### src/hw/psfc_pkg.sv
// Package for the power-stage fault and capture controller.
// Assumes a 32-bit classic Wishbone slave port and one 25 MHz clock.
package psfc_pkg;

  // ********************************
  // Register offsets (byte addresses)
  // ********************************
  localparam logic [7:0] ADDR_GEN_CONTROL = 8'h00;
  localparam logic [7:0] ADDR_INPUT_A_CONTROL = 8'h04;
  localparam logic [7:0] ADDR_INPUT_B_CONTROL = 8'h08;
  localparam logic [7:0] ADDR_CAPTURE_LOW = 8'h0c;
  localparam logic [7:0] ADDR_CAPTURE_HIGH = 8'h10;
  localparam logic [7:0] ADDR_OUTPUT_MATRIX = 8'h14;
  localparam logic [7:0] ADDR_GEN0_IRQ_MASK = 8'h18;
  localparam logic [7:0] ADDR_GEN1_IRQ_MASK = 8'h1c;
  localparam logic [7:0] ADDR_STATUS = 8'h20;
  localparam logic [7:0] ADDR_OUTPUT_CONFIG = 8'h24;

  // ********************************
  // Field positions and reset values
  // ********************************
  localparam int BIT_RUN = 0;
  localparam int BIT_COMPLETE_CYCLE = 1;
  localparam int BIT_AUTORUN = 2;
  localparam int BIT_ASYNC_A = 3;
  localparam int BIT_CAPTURE_EN = 7;
  localparam int BIT_SOURCE_SEL = 6;
  localparam int BIT_EDGE_LEVEL = 5;
  localparam int BIT_FILTER_EN = 4;
  localparam int BIT_SW_TRIGGER = 7;
  localparam int BIT_MATRIX_EN = 0;
  localparam int BIT_POLARITY = 1;
  localparam int BIT_IRQ_EOC = 0;
  localparam int BIT_IRQ_EVA = 3;
  localparam int BIT_IRQ_EVB = 4;
  localparam int BIT_IRQ_SYNC = 5;
  localparam logic [7:0] IRQ_MASK_USED = 8'h39;
  localparam logic [7:0] RESET_BYTE = 8'h00;
  localparam int MATRIX_B_BASE = 4;

  // ********************************
  // Mode codes and timing
  // ********************************
  localparam logic [3:0] MODE_IGNORE = 4'h0;
  localparam logic [3:0] MODE_FAULT_LAST = 4'h7;
  localparam logic [3:0] MODE_RETRIGGER = 4'h8;
  localparam logic [3:0] MODE_FIXED_RETRIG = 4'h9;
  localparam logic [3:0] MODE_FIXED_DEACT = 4'he;
  localparam int FILTER_SAMPLES = 4;
  localparam int CAPTURE_WIDTH = 12;
  localparam int NUM_BLOCKS = 2;

  // Fields of one input control register
  typedef struct packed {
    logic capture_enable;
    logic input_source_select;
    logic edge_level_select;
    logic noise_filter_enable;
    logic [3:0] fault_retrigger_mode;
  } psfc_input_ctrl_t;

  // Decoded action of one retrigger/fault block
  typedef struct packed {
    logic fault_active;
    logic [2:0] fault_mode;
    logic retrigger;
    logic fixed_frequency;
    logic deactivate;
    logic event_pulse;
  } psfc_block_action_t;

  // Run control state of the third generator
  typedef enum logic [2:0] {
    ST_STOPPED = 3'b001,
    ST_RUNNING = 3'b010,
    ST_FINISHING = 3'b100
  } psfc_run_state_t;

endpackage

### src/hw/psfc_ctrl.sv
// Run control, retrigger/fault inputs, capture, output matrix and masks
// of the third power-stage generator. Assumes the waveform engine sits
// outside and supplies counter, ramp, wave levels and cycle-end pulses.
`timescale 1ns/1ps

// Overview of operation
// [RULE_01] Async control A forces A pins unclocked
// [RULE_02] Autorun follows gen1 run or chain
// [RULE_03] Complete cycle finishes before halt, not slave
// [RULE_04] Run bit starts, prevails over autorun
// [RULE_05] Two identical input blocks A and B
// [RULE_06] Capture enable captures on input event
// [RULE_07] Source select: pin or comparator
// [RULE_08] Edge/level bit picks event polarity
// [RULE_09] Filter needs four equal samples
// [RULE_10] Codes 0 ignore, 1-7 fault modes
// [RULE_11] Codes 8, 9, 14 retrigger variants
// [RULE_12] Software avoids reserved mode codes
// [RULE_13] Software trigger captures, read shows source
// [RULE_14] Capture loads counter on each event
// [RULE_15] Twelve-bit capture read via temp byte
// [RULE_16] Matrix high nibble drives output B
// [RULE_17] Matrix low nibble drives output A
// [RULE_18] Mask bits 5,4,3,0; others zero
// [RULE_19] End-of-cycle enable requests interrupt
// [RULE_20] Matrix enable overrides output polarity
// [RULE_21] All fields reset to zero; the status state field resets to ST_STOPPED (001)
// [RULE_22] Filter samples every input clock
module psfc_ctrl
  import psfc_pkg::*;
#(
  parameter int FILTER_DEPTH = FILTER_SAMPLES,
  parameter int CAP_W = CAPTURE_WIDTH
) (
  input wire logic clk_in,
  input wire logic sys_rst_in,
  // Wishbone classic slave
  input wire logic wb_cyc_in,
  input wire logic wb_stb_in,
  input wire logic wb_we_in,
  input wire logic [7:0] wb_adr_in,
  input wire logic [3:0] wb_sel_in,
  input wire logic [31:0] wb_dat_in,
  output logic [31:0] wb_dat_out,
  output logic wb_ack_out,
  // Other generators and the waveform engine
  input wire logic run_gen0_in,
  input wire logic run_gen1_in,
  input wire logic autorun_gen1_in,
  input wire logic gen0_cycle_end_in,
  input wire logic gen1_cycle_end_in,
  input wire logic gen2_cycle_end_in,
  input wire logic [1:0] sync_error_in,
  input wire logic [CAP_W-1:0] counter_in,
  input wire logic [1:0] ramp_in,
  input wire logic wave_a_in,
  input wire logic wave_b_in,
  // Fault and comparator inputs
  input wire logic generator_input_pin_in,
  input wire logic comparator_in,
  // Results
  output logic run_gen2_out,
  output psfc_block_action_t action_a_out,
  output psfc_block_action_t action_b_out,
  output logic [1:0] irq_request_out,
  output logic gen2_out_a0_out,
  output logic gen2_out_b0_out,
  output logic gen2_out_a1_out,
  output logic gen2_out_b1_out
);

  // ********************************
  // Register storage
  // ********************************
  logic [7:0] gen_control_r;
  psfc_input_ctrl_t input_ctrl_r [NUM_BLOCKS];
  logic [7:0] output_matrix_r;
  logic [7:0] irq_mask_r [2];
  logic [1:0] output_config_r;
  logic [CAP_W-1:0] capture_r;
  logic sw_capture_r;
  logic [7:0] temp_high_r;
  logic [31:0] rd_data_r;
  logic ack_r;
  psfc_run_state_t state_r;
  psfc_run_state_t state_nxt;
  logic [FILTER_DEPTH-2:0] sample_r [NUM_BLOCKS];
  logic [NUM_BLOCKS-1:0] filtered_r;
  logic [NUM_BLOCKS-1:0] active_prev_r;
  psfc_block_action_t action_r [NUM_BLOCKS];
  logic [1:0] irq_r;
  logic out_a_r;
  logic out_b_r;

  // Mode decode, shared by both blocks
  function automatic psfc_block_action_t decode_mode(input logic [3:0] mode, input logic active,
                                                     input logic evt);
    psfc_block_action_t res;
    res = '0;
    // [RULE_10] fault modes one to seven
    if (mode != MODE_IGNORE && mode <= MODE_FAULT_LAST) begin
      res.fault_active = active;
      res.fault_mode = mode[2:0];
    end
    // [RULE_11] retrigger variants
    res.retrigger = evt && (mode == MODE_RETRIGGER);
    res.fixed_frequency = evt && (mode == MODE_FIXED_RETRIG || mode == MODE_FIXED_DEACT);
    res.deactivate = evt && (mode == MODE_FIXED_DEACT);
    res.event_pulse = evt && (mode != MODE_IGNORE);
    return res;
  endfunction

  // ********************************
  // Bus decode
  // ********************************
  wire bus_req = wb_cyc_in && wb_stb_in && !ack_r;
  wire bus_wr = bus_req && wb_we_in && wb_sel_in[0];
  wire bus_rd = bus_req && !wb_we_in;
  wire [7:0] wr_byte = wb_dat_in[7:0];
  wire wr_control = bus_wr && (wb_adr_in == ADDR_GEN_CONTROL);
  wire wr_input_a = bus_wr && (wb_adr_in == ADDR_INPUT_A_CONTROL);
  wire wr_input_b = bus_wr && (wb_adr_in == ADDR_INPUT_B_CONTROL);
  wire wr_cap_high = bus_wr && (wb_adr_in == ADDR_CAPTURE_HIGH);
  wire wr_matrix = bus_wr && (wb_adr_in == ADDR_OUTPUT_MATRIX);
  wire wr_mask0 = bus_wr && (wb_adr_in == ADDR_GEN0_IRQ_MASK);
  wire wr_mask1 = bus_wr && (wb_adr_in == ADDR_GEN1_IRQ_MASK);
  wire wr_outcfg = bus_wr && (wb_adr_in == ADDR_OUTPUT_CONFIG);
  // [RULE_15] low byte read latches the high byte
  wire rd_cap_low = bus_rd && (wb_adr_in == ADDR_CAPTURE_LOW);
  // [RULE_13] software trigger strobe
  wire sw_trigger = wr_cap_high && wr_byte[BIT_SW_TRIGGER];

  // Control fields
  wire run_bit = gen_control_r[BIT_RUN];
  wire complete_cycle_gen2 = gen_control_r[BIT_COMPLETE_CYCLE];
  wire autorun_gen2 = gen_control_r[BIT_AUTORUN];
  wire async_out_ctrl_a = gen_control_r[BIT_ASYNC_A];
  wire matrix_enable = output_config_r[BIT_MATRIX_EN];
  wire output_polarity = output_config_r[BIT_POLARITY];

  // Read mux; unmapped addresses read zero
  wire [CAP_W-1:0] cap_pad = capture_r;
  wire [7:0] cap_high_live = {sw_capture_r, 3'h0, cap_pad[CAP_W-1:8]};
  logic [7:0] rd_byte;
  always_comb begin
    case (wb_adr_in)
      ADDR_GEN_CONTROL: rd_byte = gen_control_r;
      ADDR_INPUT_A_CONTROL: rd_byte = input_ctrl_r[0];
      ADDR_INPUT_B_CONTROL: rd_byte = input_ctrl_r[1];
      ADDR_CAPTURE_LOW: rd_byte = capture_r[7:0];
      ADDR_CAPTURE_HIGH: rd_byte = temp_high_r;
      ADDR_OUTPUT_MATRIX: rd_byte = output_matrix_r;
      // [RULE_18] unused mask bits read zero
      ADDR_GEN0_IRQ_MASK: rd_byte = irq_mask_r[0] & IRQ_MASK_USED;
      ADDR_GEN1_IRQ_MASK: rd_byte = irq_mask_r[1] & IRQ_MASK_USED;
      ADDR_STATUS: rd_byte = {3'h0, filtered_r, state_r};
      ADDR_OUTPUT_CONFIG: rd_byte = {6'h00, output_config_r};
      default: rd_byte = RESET_BYTE;
    endcase
  end

  // ********************************
  // Register writes
  // ********************************
  // [RULE_21] every writable field clears on reset
  always_ff @(posedge clk_in) begin
    if (sys_rst_in) begin
      gen_control_r <= RESET_BYTE;
      input_ctrl_r[0] <= '0;
      input_ctrl_r[1] <= '0;
      output_matrix_r <= RESET_BYTE;
      irq_mask_r[0] <= RESET_BYTE;
      irq_mask_r[1] <= RESET_BYTE;
      output_config_r <= 2'h0;
    end else begin
      if (wr_control) gen_control_r <= {4'h0, wr_byte[3:0]};
      // [RULE_05] identical layout per block
      if (wr_input_a) input_ctrl_r[0] <= wr_byte;
      if (wr_input_b) input_ctrl_r[1] <= wr_byte;
      if (wr_matrix) output_matrix_r <= wr_byte;
      // [RULE_18] only the four enables are stored
      if (wr_mask0) irq_mask_r[0] <= wr_byte & IRQ_MASK_USED;
      if (wr_mask1) irq_mask_r[1] <= wr_byte & IRQ_MASK_USED;
      if (wr_outcfg) output_config_r <= wr_byte[1:0];
    end
  end

  // Bus answer: one-cycle ack after the request edge
  always_ff @(posedge clk_in) begin
    if (sys_rst_in) begin
      ack_r <= 1'b0;
      rd_data_r <= 32'h0000_0000;
    end else begin
      ack_r <= bus_req;
      rd_data_r <= {24'h00_0000, rd_byte};
    end
  end

  assign wb_ack_out = ack_r;
  assign wb_dat_out = rd_data_r;

  // ********************************
  // Input blocks A and B
  // ********************************
  logic [NUM_BLOCKS-1:0] raw_in;
  logic [NUM_BLOCKS-1:0] raw_active;
  logic [NUM_BLOCKS-1:0] active_now;
  logic [NUM_BLOCKS-1:0] block_event;
  logic [NUM_BLOCKS-1:0] capture_event;
  psfc_block_action_t action_nxt [NUM_BLOCKS];

  for (genvar b = 0; b < NUM_BLOCKS; b++) begin : g_blk
    // [RULE_07] pin when clear, comparator when set
    assign raw_in[b] = input_ctrl_r[b].input_source_select ? comparator_in : generator_input_pin_in;
    // [RULE_08] set selects high/rising
    assign raw_active[b] = input_ctrl_r[b].edge_level_select ? raw_in[b] : !raw_in[b];
    wire filt_lvl = input_ctrl_r[b].noise_filter_enable ? filtered_r[b] : raw_in[b];
    assign active_now[b] = input_ctrl_r[b].edge_level_select ? filt_lvl : !filt_lvl;
    assign block_event[b] = active_now[b] && !active_prev_r[b];
    // [RULE_06] capture only when enabled
    assign capture_event[b] = block_event[b] && input_ctrl_r[b].capture_enable;
    assign action_nxt[b] = decode_mode(input_ctrl_r[b].fault_retrigger_mode, active_now[b],
                                       block_event[b]);

    // [RULE_22] sample every clock, before detection
    always_ff @(posedge clk_in) begin
      if (sys_rst_in) begin
        sample_r[b] <= '0;
        filtered_r[b] <= 1'b0;
      end else begin
        sample_r[b] <= (FILTER_DEPTH-1)'({sample_r[b], raw_in[b]});
        // [RULE_09] live sample plus held ones, no extra cycle
        if (&{sample_r[b], raw_in[b]}) filtered_r[b] <= 1'b1;
        else if (~|{sample_r[b], raw_in[b]}) filtered_r[b] <= 1'b0;
      end
    end

    // Edge history and registered action
    always_ff @(posedge clk_in) begin
      if (sys_rst_in) begin
        active_prev_r[b] <= 1'b0;
        action_r[b] <= '0;
      end else begin
        active_prev_r[b] <= active_now[b];
        action_r[b] <= action_nxt[b];
      end
    end
  end

  assign action_a_out = action_r[0];
  assign action_b_out = action_r[1];

  // ********************************
  // Capture register
  // ********************************
  // Software trigger wins a same-cycle clash with an input event
  always_ff @(posedge clk_in) begin
    if (sys_rst_in) begin
      capture_r <= '0;
      sw_capture_r <= 1'b0;
      temp_high_r <= RESET_BYTE;
    end else begin
      // [RULE_13] software capture marks its source
      if (sw_trigger) begin
        capture_r <= counter_in;
        sw_capture_r <= 1'b1;
      // [RULE_14] input event loads the counter
      end else if (|capture_event) begin
        capture_r <= counter_in;
        sw_capture_r <= 1'b0;
      end
      // [RULE_15] high byte frozen for the next read
      if (rd_cap_low) temp_high_r <= cap_high_live;
    end
  end

  // ********************************
  // Run control of generator two
  // ********************************
  // [RULE_02] autorun start chain
  wire autorun_start = autorun_gen2 && (run_gen1_in || (autorun_gen1_in && run_gen0_in));
  // [RULE_04] run bit prevails over autorun
  wire run_request = run_bit || autorun_start;

  always_comb begin
    state_nxt = state_r;
    case (state_r)
      ST_STOPPED: begin
        if (run_request) state_nxt = ST_RUNNING;
      end
      ST_RUNNING: begin
        // [RULE_03] finish cycle unless slaved
        if (!run_request) begin
          if (complete_cycle_gen2 && !autorun_gen2 && !gen2_cycle_end_in) state_nxt = ST_FINISHING;
          else state_nxt = ST_STOPPED;
        end
      end
      ST_FINISHING: begin
        if (run_request) state_nxt = ST_RUNNING;
        else if (gen2_cycle_end_in) state_nxt = ST_STOPPED;
      end
      default: state_nxt = ST_STOPPED;
    endcase
  end

  always_ff @(posedge clk_in) begin
    if (sys_rst_in) state_r <= ST_STOPPED;
    else state_r <= state_nxt;
  end

  // Run level registered from the next state
  always_ff @(posedge clk_in) begin
    if (sys_rst_in) run_gen2_out <= 1'b0;
    else run_gen2_out <= (state_nxt != ST_STOPPED);
  end

  // ********************************
  // Interrupt requests
  // ********************************
  // Flags themselves live outside; this only gates events by the masks
  wire [1:0] cycle_end = {gen1_cycle_end_in, gen0_cycle_end_in};
  logic [1:0] irq_nxt;
  always_comb begin
    irq_nxt = 2'h0;
    for (int g = 0; g < 2; g++) begin
      // [RULE_19] end of whole cycle
      irq_nxt[g] = (irq_mask_r[g][BIT_IRQ_EOC] && cycle_end[g])
                || (irq_mask_r[g][BIT_IRQ_EVA] && action_nxt[0].event_pulse)
                || (irq_mask_r[g][BIT_IRQ_EVB] && action_nxt[1].event_pulse)
                || (irq_mask_r[g][BIT_IRQ_SYNC] && sync_error_in[g]);
    end
  end

  always_ff @(posedge clk_in) begin
    if (sys_rst_in) irq_r <= 2'h0;
    else irq_r <= irq_nxt;
  end

  assign irq_request_out = irq_r;

  // ********************************
  // Output stage
  // ********************************
  // [RULE_17] low nibble indexed by ramp
  wire matrix_a = output_matrix_r[ramp_in];
  // [RULE_16] high nibble indexed by ramp
  wire matrix_b = output_matrix_r[MATRIX_B_BASE + 32'(ramp_in)];
  // Polarity clear means active low
  wire pol_a = output_polarity ? wave_a_in : !wave_a_in;
  wire pol_b = output_polarity ? wave_b_in : !wave_b_in;
  wire inactive_lvl = matrix_enable ? 1'b0 : !output_polarity;

  always_ff @(posedge clk_in) begin
    if (sys_rst_in) begin
      out_a_r <= 1'b0;
      out_b_r <= 1'b0;
    end else begin
      // [RULE_20] matrix bypasses polarity
      out_a_r <= matrix_enable ? matrix_a : pol_a;
      out_b_r <= matrix_enable ? matrix_b : pol_b;
    end
  end

  // Unclocked fault path: a stalled clock must not hold a pin on
  // [RULE_01] block A fault forces A pins directly
  wire async_kill_a = async_out_ctrl_a && (input_ctrl_r[0].fault_retrigger_mode != MODE_IGNORE)
                   && raw_active[0];
  assign gen2_out_a0_out = async_kill_a ? inactive_lvl : out_a_r;
  assign gen2_out_a1_out = async_kill_a ? inactive_lvl : out_a_r;
  assign gen2_out_b0_out = out_b_r;
  assign gen2_out_b1_out = out_b_r;

endmodule // psfc_ctrl

### config.mk
export PLATFORM = sky130hd
export DESIGN_NAME = psfc_ctrl
export DESIGN_NICKNAME = d
export VERILOG_FILES = /design/src/hw/psfc_pkg.sv /design/src/hw/psfc_ctrl.sv
export SDC_FILE = /design/constraint.sdc
export NUM_CORES = 1
export LEC_CHECK = 0
export ABC_CLOCK_PERIOD_IN_PS = 3700
export BUFFER_PORTS_ARGS = -buffer_cell sky130_fd_sc_hd__buf_2
export CAP_MARGIN = 20
export CORE_AREA = 2 2 94 96
export DETAILED_ROUTE_END_ITERATION = 8
export DIE_AREA = 0 0 96 98
export HOLD_SLACK_MARGIN = 0.15
export PLACE_DENSITY = 0.83
export SLEW_MARGIN = 10
export SYNTH_ARGS = -nofsm -noshare
export SYNTH_HDL_FRONTEND = slang
export SYNTH_SLANG_ARGS = --single-unit
### constraint.sdc
create_clock -name clk_in -period 3.7 [get_ports clk_in]
set_clock_uncertainty 0.2 [all_clocks]
set_input_delay 0.185 -clock clk_in [delete_from_list [all_inputs] [get_ports clk_in]]
set_output_delay 0.185 -clock clk_in [all_outputs]
set_load 0.01 [all_outputs]
==> Word-level counts from Yosys, hierarchy flattened <==
Memory sizes are Yosys's and may differ from the RTL's.
Cells that the tools add are included.
{ "totals": {"reg_bits": 77, "mem_bits_rw": 46, "inputBits": 75, "wordCells": 187, "n_memories": 4} }
{ "memory_table": {"columns": ["memory", "depth", "width", "read_ports", "rd_ports_with_merged_regs", "wr", "line", "text"], "rows": [
  ["action_r", 2, 8, 2, 0, 2, "psfc_ctrl.sv:90", "psfc_block_action_t action_r [NUM_BLOCKS];"],
  ["input_ctrl_r", 2, 8, 2, 0, 2, "psfc_ctrl.sv:76", "psfc_input_ctrl_t input_ctrl_r [NUM_BLOCKS];"],
  ["irq_mask_r", 2, 4, 2, 0, 2, "psfc_ctrl.sv:78", "logic [7:0] irq_mask_r [2];"],
  ["sample_r", 2, 3, 2, 0, 2, "psfc_ctrl.sv:87", "logic [FILTER_DEPTH-2:0] sample_r [NUM_BLOCKS];"]
]} }
{ "classes": {"n_addsub": 1, "n_lt_le_gt_ge": 4, "eq_ne": 21, "muxes": 57, "n_bitwise": 8, "n_reduce_logical": 74} }
{ "op_table": {"columns": ["operator", "n"], "rows": [
  ["$pmux 8 s10", 1],
  ["$logic_and 1x1->1", 43],
  ["$mux 1", 36],
  ["$eq 8x5->1 const B", 4],
  ["$mux 8", 4],
  ["$eq 4x4->1 const B", 6],
  ["$mux 12", 2],
  ["$mux 3", 7],
  ["$eq 8x4->1 const B", 2],
  ["$eq 8x6->1 const B", 2],
  ["$mux 4", 4],
  ["$logic_not 1->1", 12],
  ["$logic_or 1x1->1", 10],
  ["$pmux 3 s3", 1],
  ["$eq 8x3->1 const B", 1],
  ["$le 4x3->1 const B", 2],
  ["$logic_not 8->1", 1],
  ["$or 1x1->1", 8],
  ["$reduce_and 4->1", 2],
  ["$reduce_bool 4->1", 2],
  ["$reduce_or 4->1", 2],
  ["$add 3x2->4 const A", 1],
  ["$lt 2x4->1 const B", 1],
  ["$lt 4x4->1 const B", 1],
  ["9 further kinds", 10]
]} }

==> Logic depth before layout (Yosys ltp) <==
An unclocked memory read counts as a cell.
{ "depth": {"word_depth": 11, "depth_mapped": 7} }

==> Worst setup path after synthesis <==
OpenSTA, ideal clock, no wires.
{ "synth_path": {"path_kind": "flip-flop to flip-flop", "start": "memory input_ctrl_r[0][6] (netlist name)", "end": "register capture_r[10], in the netlist cap_pad[10]", "setup_time_ns": 0.072, "arrival_time_ns": 1.667, "path_slack_ns": 1.762, "path_stages_with_launch": 7, "n_path_buf": 1, "period_less_slack_ns": 1.938, "path_cell_list": "edfxtp_1 mux2_2 mux2i_1 xnor2_1 o211a_2 buf_6 mux2i_1"} }
{ "synth_rtl": {"columns": ["element", "line", "text"], "rows": [
  ["from (decl)", "psfc_ctrl.sv:76", null],
  ["to (signal assigned)", "psfc_ctrl.sv:265", "capture_r <= counter_in;"],
  ["to (signal assigned)", "psfc_ctrl.sv:269", "capture_r <= counter_in;"],
  ["to (decl)", "psfc_ctrl.sv:80", "logic [CAP_W-1:0] capture_r;"]
]} }

==> Worst setup path after layout <==
{ "layout_path": {"start": "input wb_adr_in[3]", "end": "register capture_r[0], in the netlist cap_pad[0]"} }
{ "layout_between": {"elab_chain_cells": 4} }
{ "layout_rtl": {"columns": ["element", "line", "text"], "rows": [
  ["from (decl)", "psfc_ctrl.sv:41", "input wire logic [7:0] wb_adr_in,"],
  ["$eq 8x5->1 *", "psfc_ctrl.sv:123", "wire wr_cap_high = bus_wr && (wb_adr_in == ADDR_CAPTURE_HIGH);"],
  ["$logic_and 1x1->1 *", "psfc_ctrl.sv:123", null],
  ["$logic_and 1x1->1 *", "psfc_ctrl.sv:131", "wire sw_trigger = wr_cap_high && wr_byte[BIT_SW_TRIGGER];"],
  ["$mux 12 or $reduce_bool 2->1 (tied branches)", null, null]
]} }
Mark *: on every way between the ends. The rest lies on a longest branch, timed or not.
A chain may end at the register's enable or synchronous reset.

==> PnR_summary.wiki <==
{| class="wikitable"
! Metric !! Value
|-
| Final hold violations || 0
|-
| Class of the worst hold path || input pin to flop
|-
| Count of buffers added by post-CTS timing repair for setup || 0
|-
| CTS-repair resized insts || 0
|-
| CP max stage cell || nor3_1
|-
| RSZ-0062 raised after global routing || no
|-
| Filler cell count in the final layout || 679
|-
| Largest net degree at the start of global routing || 58
|-
| Final global-route overflow total || 0
|-
| Kind of launch point of the worst setup path || input pin
|-
| Antenna violations before repair || 0
|-
| Post-synthesis register bit count || 99
|-
| Clock tree root buffer cell || clkbuf_8
|-
| Via-to-Cell Ratio || 5.63
|-
| Ys async rst share || 0%
|-
| Ports || 131
|-
| Antenna violation net count after detailed routing || 0
|-
| Share of synthesized area occupied by flip-flops and latches || 48.6%
|-
| Longest Clk Path Bufs || 2
|-
| CTS tree || done
|-
| Power density normalized to cell area || 380 mW/mm2
|-
| Summed negative setup slack over all endpoints || 0 ns
|-
| Post-synth top area cell || dfxtp_1
|-
| Avg Synthesized Cell Area || 10.3 um2
|-
| Height of the die || 98 um
|-
| Chain of cells forming the critical path || dlygate4sd3_1 > buf_2 > nor3_1 > dlygate4sd3_1 > nand4bb_1 > o211a_2 > mux2i_1
|-
| Min-Delay Path Depth || 4
|-
| Post-layout minimum cycle time || 2.94 ns
|-
| Placed instance count || 609
|-
| Reg2Reg Capture Point || state_r[2]
|-
| Die Wd || 96 um
|-
| Req. time, crit path || 3.73 ns
|-
| Crit. End Element || flop
|-
| Clock slew at the register clock pins of the worst setup and hold paths || 0.09 ns
|-
| Leading post-synthesis cells by instance count || dfxtp_1, nor2_1, mux2i_1
|-
| Max_slew headroom || 41.3%
|-
| Area growth, synth to finish || 21.2%
|-
| Maximum vdd drop || 0.000210 V
|-
| Area share of the leading cell type in the synthesized netlist || 32.9%
|-
| Post-DP HPWL || 8.04 mm
|-
| Ratio of cells with drive above 1 in the final layout || 21.8%
|-
| Overall fraction of global-route tracks in use || 25.2%
|-
| Transition time of the tightest slew-check pin || 0.874 ns
|-
| Dominant cells by area after synthesis || dfxtp_1, edfxtp_1, mux2i_1
|-
| Number of port buffers || 79
|-
| Layout Cells excl Fill || 668
|-
| Depth of the CTS H-tree || 3
|-
| Number of endpoints failing setup at the final stage || 0
|-
| Max-capacitance violation count || 0
|-
| Critical path class || input pin to flop
|-
| Detailed Route Iter0 Violations || 334
|-
| CORE AREA || 0.00847 mm2
|-
| Data arrival, critical path || 2.97 ns
|-
| Clock latency of the later-clocked register in the worst-skew pair || 0.37 ns
|-
| Worst R2R Path Depth || 4
|-
| Initial Utilization || 54.0%
|-
| Top-count cell post-synth || dfxtp_1
|-
| Beginning of the worst hold path || wb_sel_in[0]
|-
| Wire length of the first global-routing pass || 18.0 mm
|-
| TritonRoute pass-1 iters || 6
|-
| Outcome || complete, no violations
|-
| Sum of internal, switching and leakage power || 0.00211 W
|-
| Number of synthesized flops with an enable pin || 24
|-
| Final RePlAce weighted congestion || 0.935
|-
| Biggest cell delay along the critical path || 0.71 ns
|-
| Post-layout nets || 629
|-
| R2R Path Start || gen_control_r[0]
|-
| Clock Sinks || 99
|-
| Post-route cell area || 0.00554 mm2
|-
| Top flip-flop cell by instance count after synthesis || dfxtp_1
|-
| TritonCTS buffer count || 9
|-
| DIE AREA || 0.00941 mm2
|-
| Most frequent CP cell || dlygate4sd3_1
|-
| Total number of vias || 3764
|-
| FP Rows || 34
|-
| DRC violation count after routing || 0
|-
| Number of synthesis warnings || 0
|-
| Average wire per cell in the routed design || 17.2 um
|-
| Highest clock rate || 341 MHz
|-
| Hold endpoint || sw_capture_r
|-
| Total placed instance area || 0.00492 mm2
|-
| Maximum fanout along the worst path || 17
|-
| Post-synthesis cell type count || 58
|-
| Standby leakage power || 2.32 nW
|-
| Cell Area, Synth || 0.00457 mm2
|-
| R2R Setup Slk || 1.27 ns
|-
| Vias in the first global route || 3560
|-
| Final cycle utilization of the critical path || 79.4%
|-
| Max Transition Viols Final || 0
|-
| Routed Wire Length || 11.5 mm
|-
| Gate count after technology mapping || 442
|}
-- registers in the layout, summed over array words and instances (netlist names) --
register         count
cap_pad             12
sw_capture_r         1
input_ctrl_r        16
output_matrix_r      8
run_gen2_out         1
irq_request_out      2
gen_control_r        4
temp_high_r          5
wb_ack_out           1
gen2_out_b0_out      1
filtered_r           2
irq_mask_r           8
out_a_r              1
active_prev_r        2
action_r            16
state_r              3
output_config_r      2
sample_r             6
wb_dat_out           8
-- cell families (layout without fill, tap and decap cells) --
family	count (synthesis)	after routing	synth area share, %
and+or+nand+nor	174	174	21.6
DFF	99	99	48.6
AOI/OAI and AO/OA	58	58	8.98
muxes	53	53	12.4
buffers and inverters	47	141	6.35
xor gates and xnor gates	10	10	1.92
other	1	25	0.0821
-- report_power, final --
| part | total, W | switching (W) | internal (W) |
|---|---|---|---|
| Sequential | 0.00117 | 0.0000257 | 0.00114 |
| Clock | 0.000700 | 0.000380 | 0.000320 |
| Combinational | 0.000240 | 0.000129 | 0.000111 |
| Total | 0.00211 | 0.000534 | 0.00157 |
-- how the worst max path moves through the flow --
stage / from / depth (start not counted) / to / slack (ns)
after detailed placement: wb_adr_in[3] / 6 / output_matrix_r[6] / 1.33
after CTS: wb_adr_in[3] / 7 / cap_pad[0] / 0.86
after floorplan: input_ctrl_r[0][6] / 6 / cap_pad[10] / 1.76
final: wb_adr_in[3] / 7 / cap_pad[0] / 0.76
after global placement: wb_adr_in[3] / 6 / output_matrix_r[6] / 1.35
after global routing: wb_adr_in[3] / 7 / cap_pad[0] / 0.67
-- per-layer routing --
layer	GRT usage, %	wire length, um	vias up
met5	0	0	-
li1	-	-	1738
met1	33.6	4530	1773
met4	7.69	313	0
met3	6.87	1080	39
met2	39.9	5580	214
-- critical path, delay by kind of cell --
family	cells	cell delay, ns
muxes	1	0.18
buffers and inverters	3	1.46
AOI/OAI and AO/OA	1	0.30
and+or+nand+nor	2	0.84
-- per-stage QoR --
| step | worst slack [ns] | utilization [%] | hold WS (ns) |
|---|---|---|---|
| finish | 0.764 | 65.4 | 0.184 |
| global route | 0.674 | 65.4 | 0.209 |
| CTS | 0.859 | 65.4 | 0.150 |
| detailed placement | 1.33 | 58.1 | 0.230 |
| global placement | 1.35 | 58.1 | 0.202 |
| floorplan | 1.76 | - | 0.0677 |
-- layout make-up --
| type | instances | area, um2 | area share, % |
|---|---|---|---|
| Sequential cell | 99 | 2220 | 40.1 |
| Timing Repair Buffer | 123 | 831 | 15.0 |
| Inverter | 2 | 7.51 | 0.136 |
| Clock buffer | 10 | 128 | 2.30 |
| Tap cell | 108 | 135 | 2.44 |
| Antenna cell | 1 | 2.50 | 0.0452 |
| Clock inverter | 6 | 70.1 | 1.26 |
| Multi-Input combinational cell | 319 | 2140 | 38.7 |
-- repair_timing --
item	CTS	global route
endpoints found under the hold margin	70	0
hold buffers	42	0
setup endpoints to repair	0	0
-- placed cells by master, fill, tap and decap left out, drive strengths merged, types with 14 or more instances in the layout --
master | Yosys | layout
dlygate4sd3 | 0 | 42
nand2b | 27 | 27
edfxtp | 24 | 24
conb | 1 | 24
and2 | 19 | 19
mux2i | 41 | 41
buf | 30 | 81
dfxtp | 75 | 75
a21oi | 14 | 14
nor2 | 56 | 56
nand2 | 15 | 15
No activity file was read; power rests on OpenSTA's default activity.
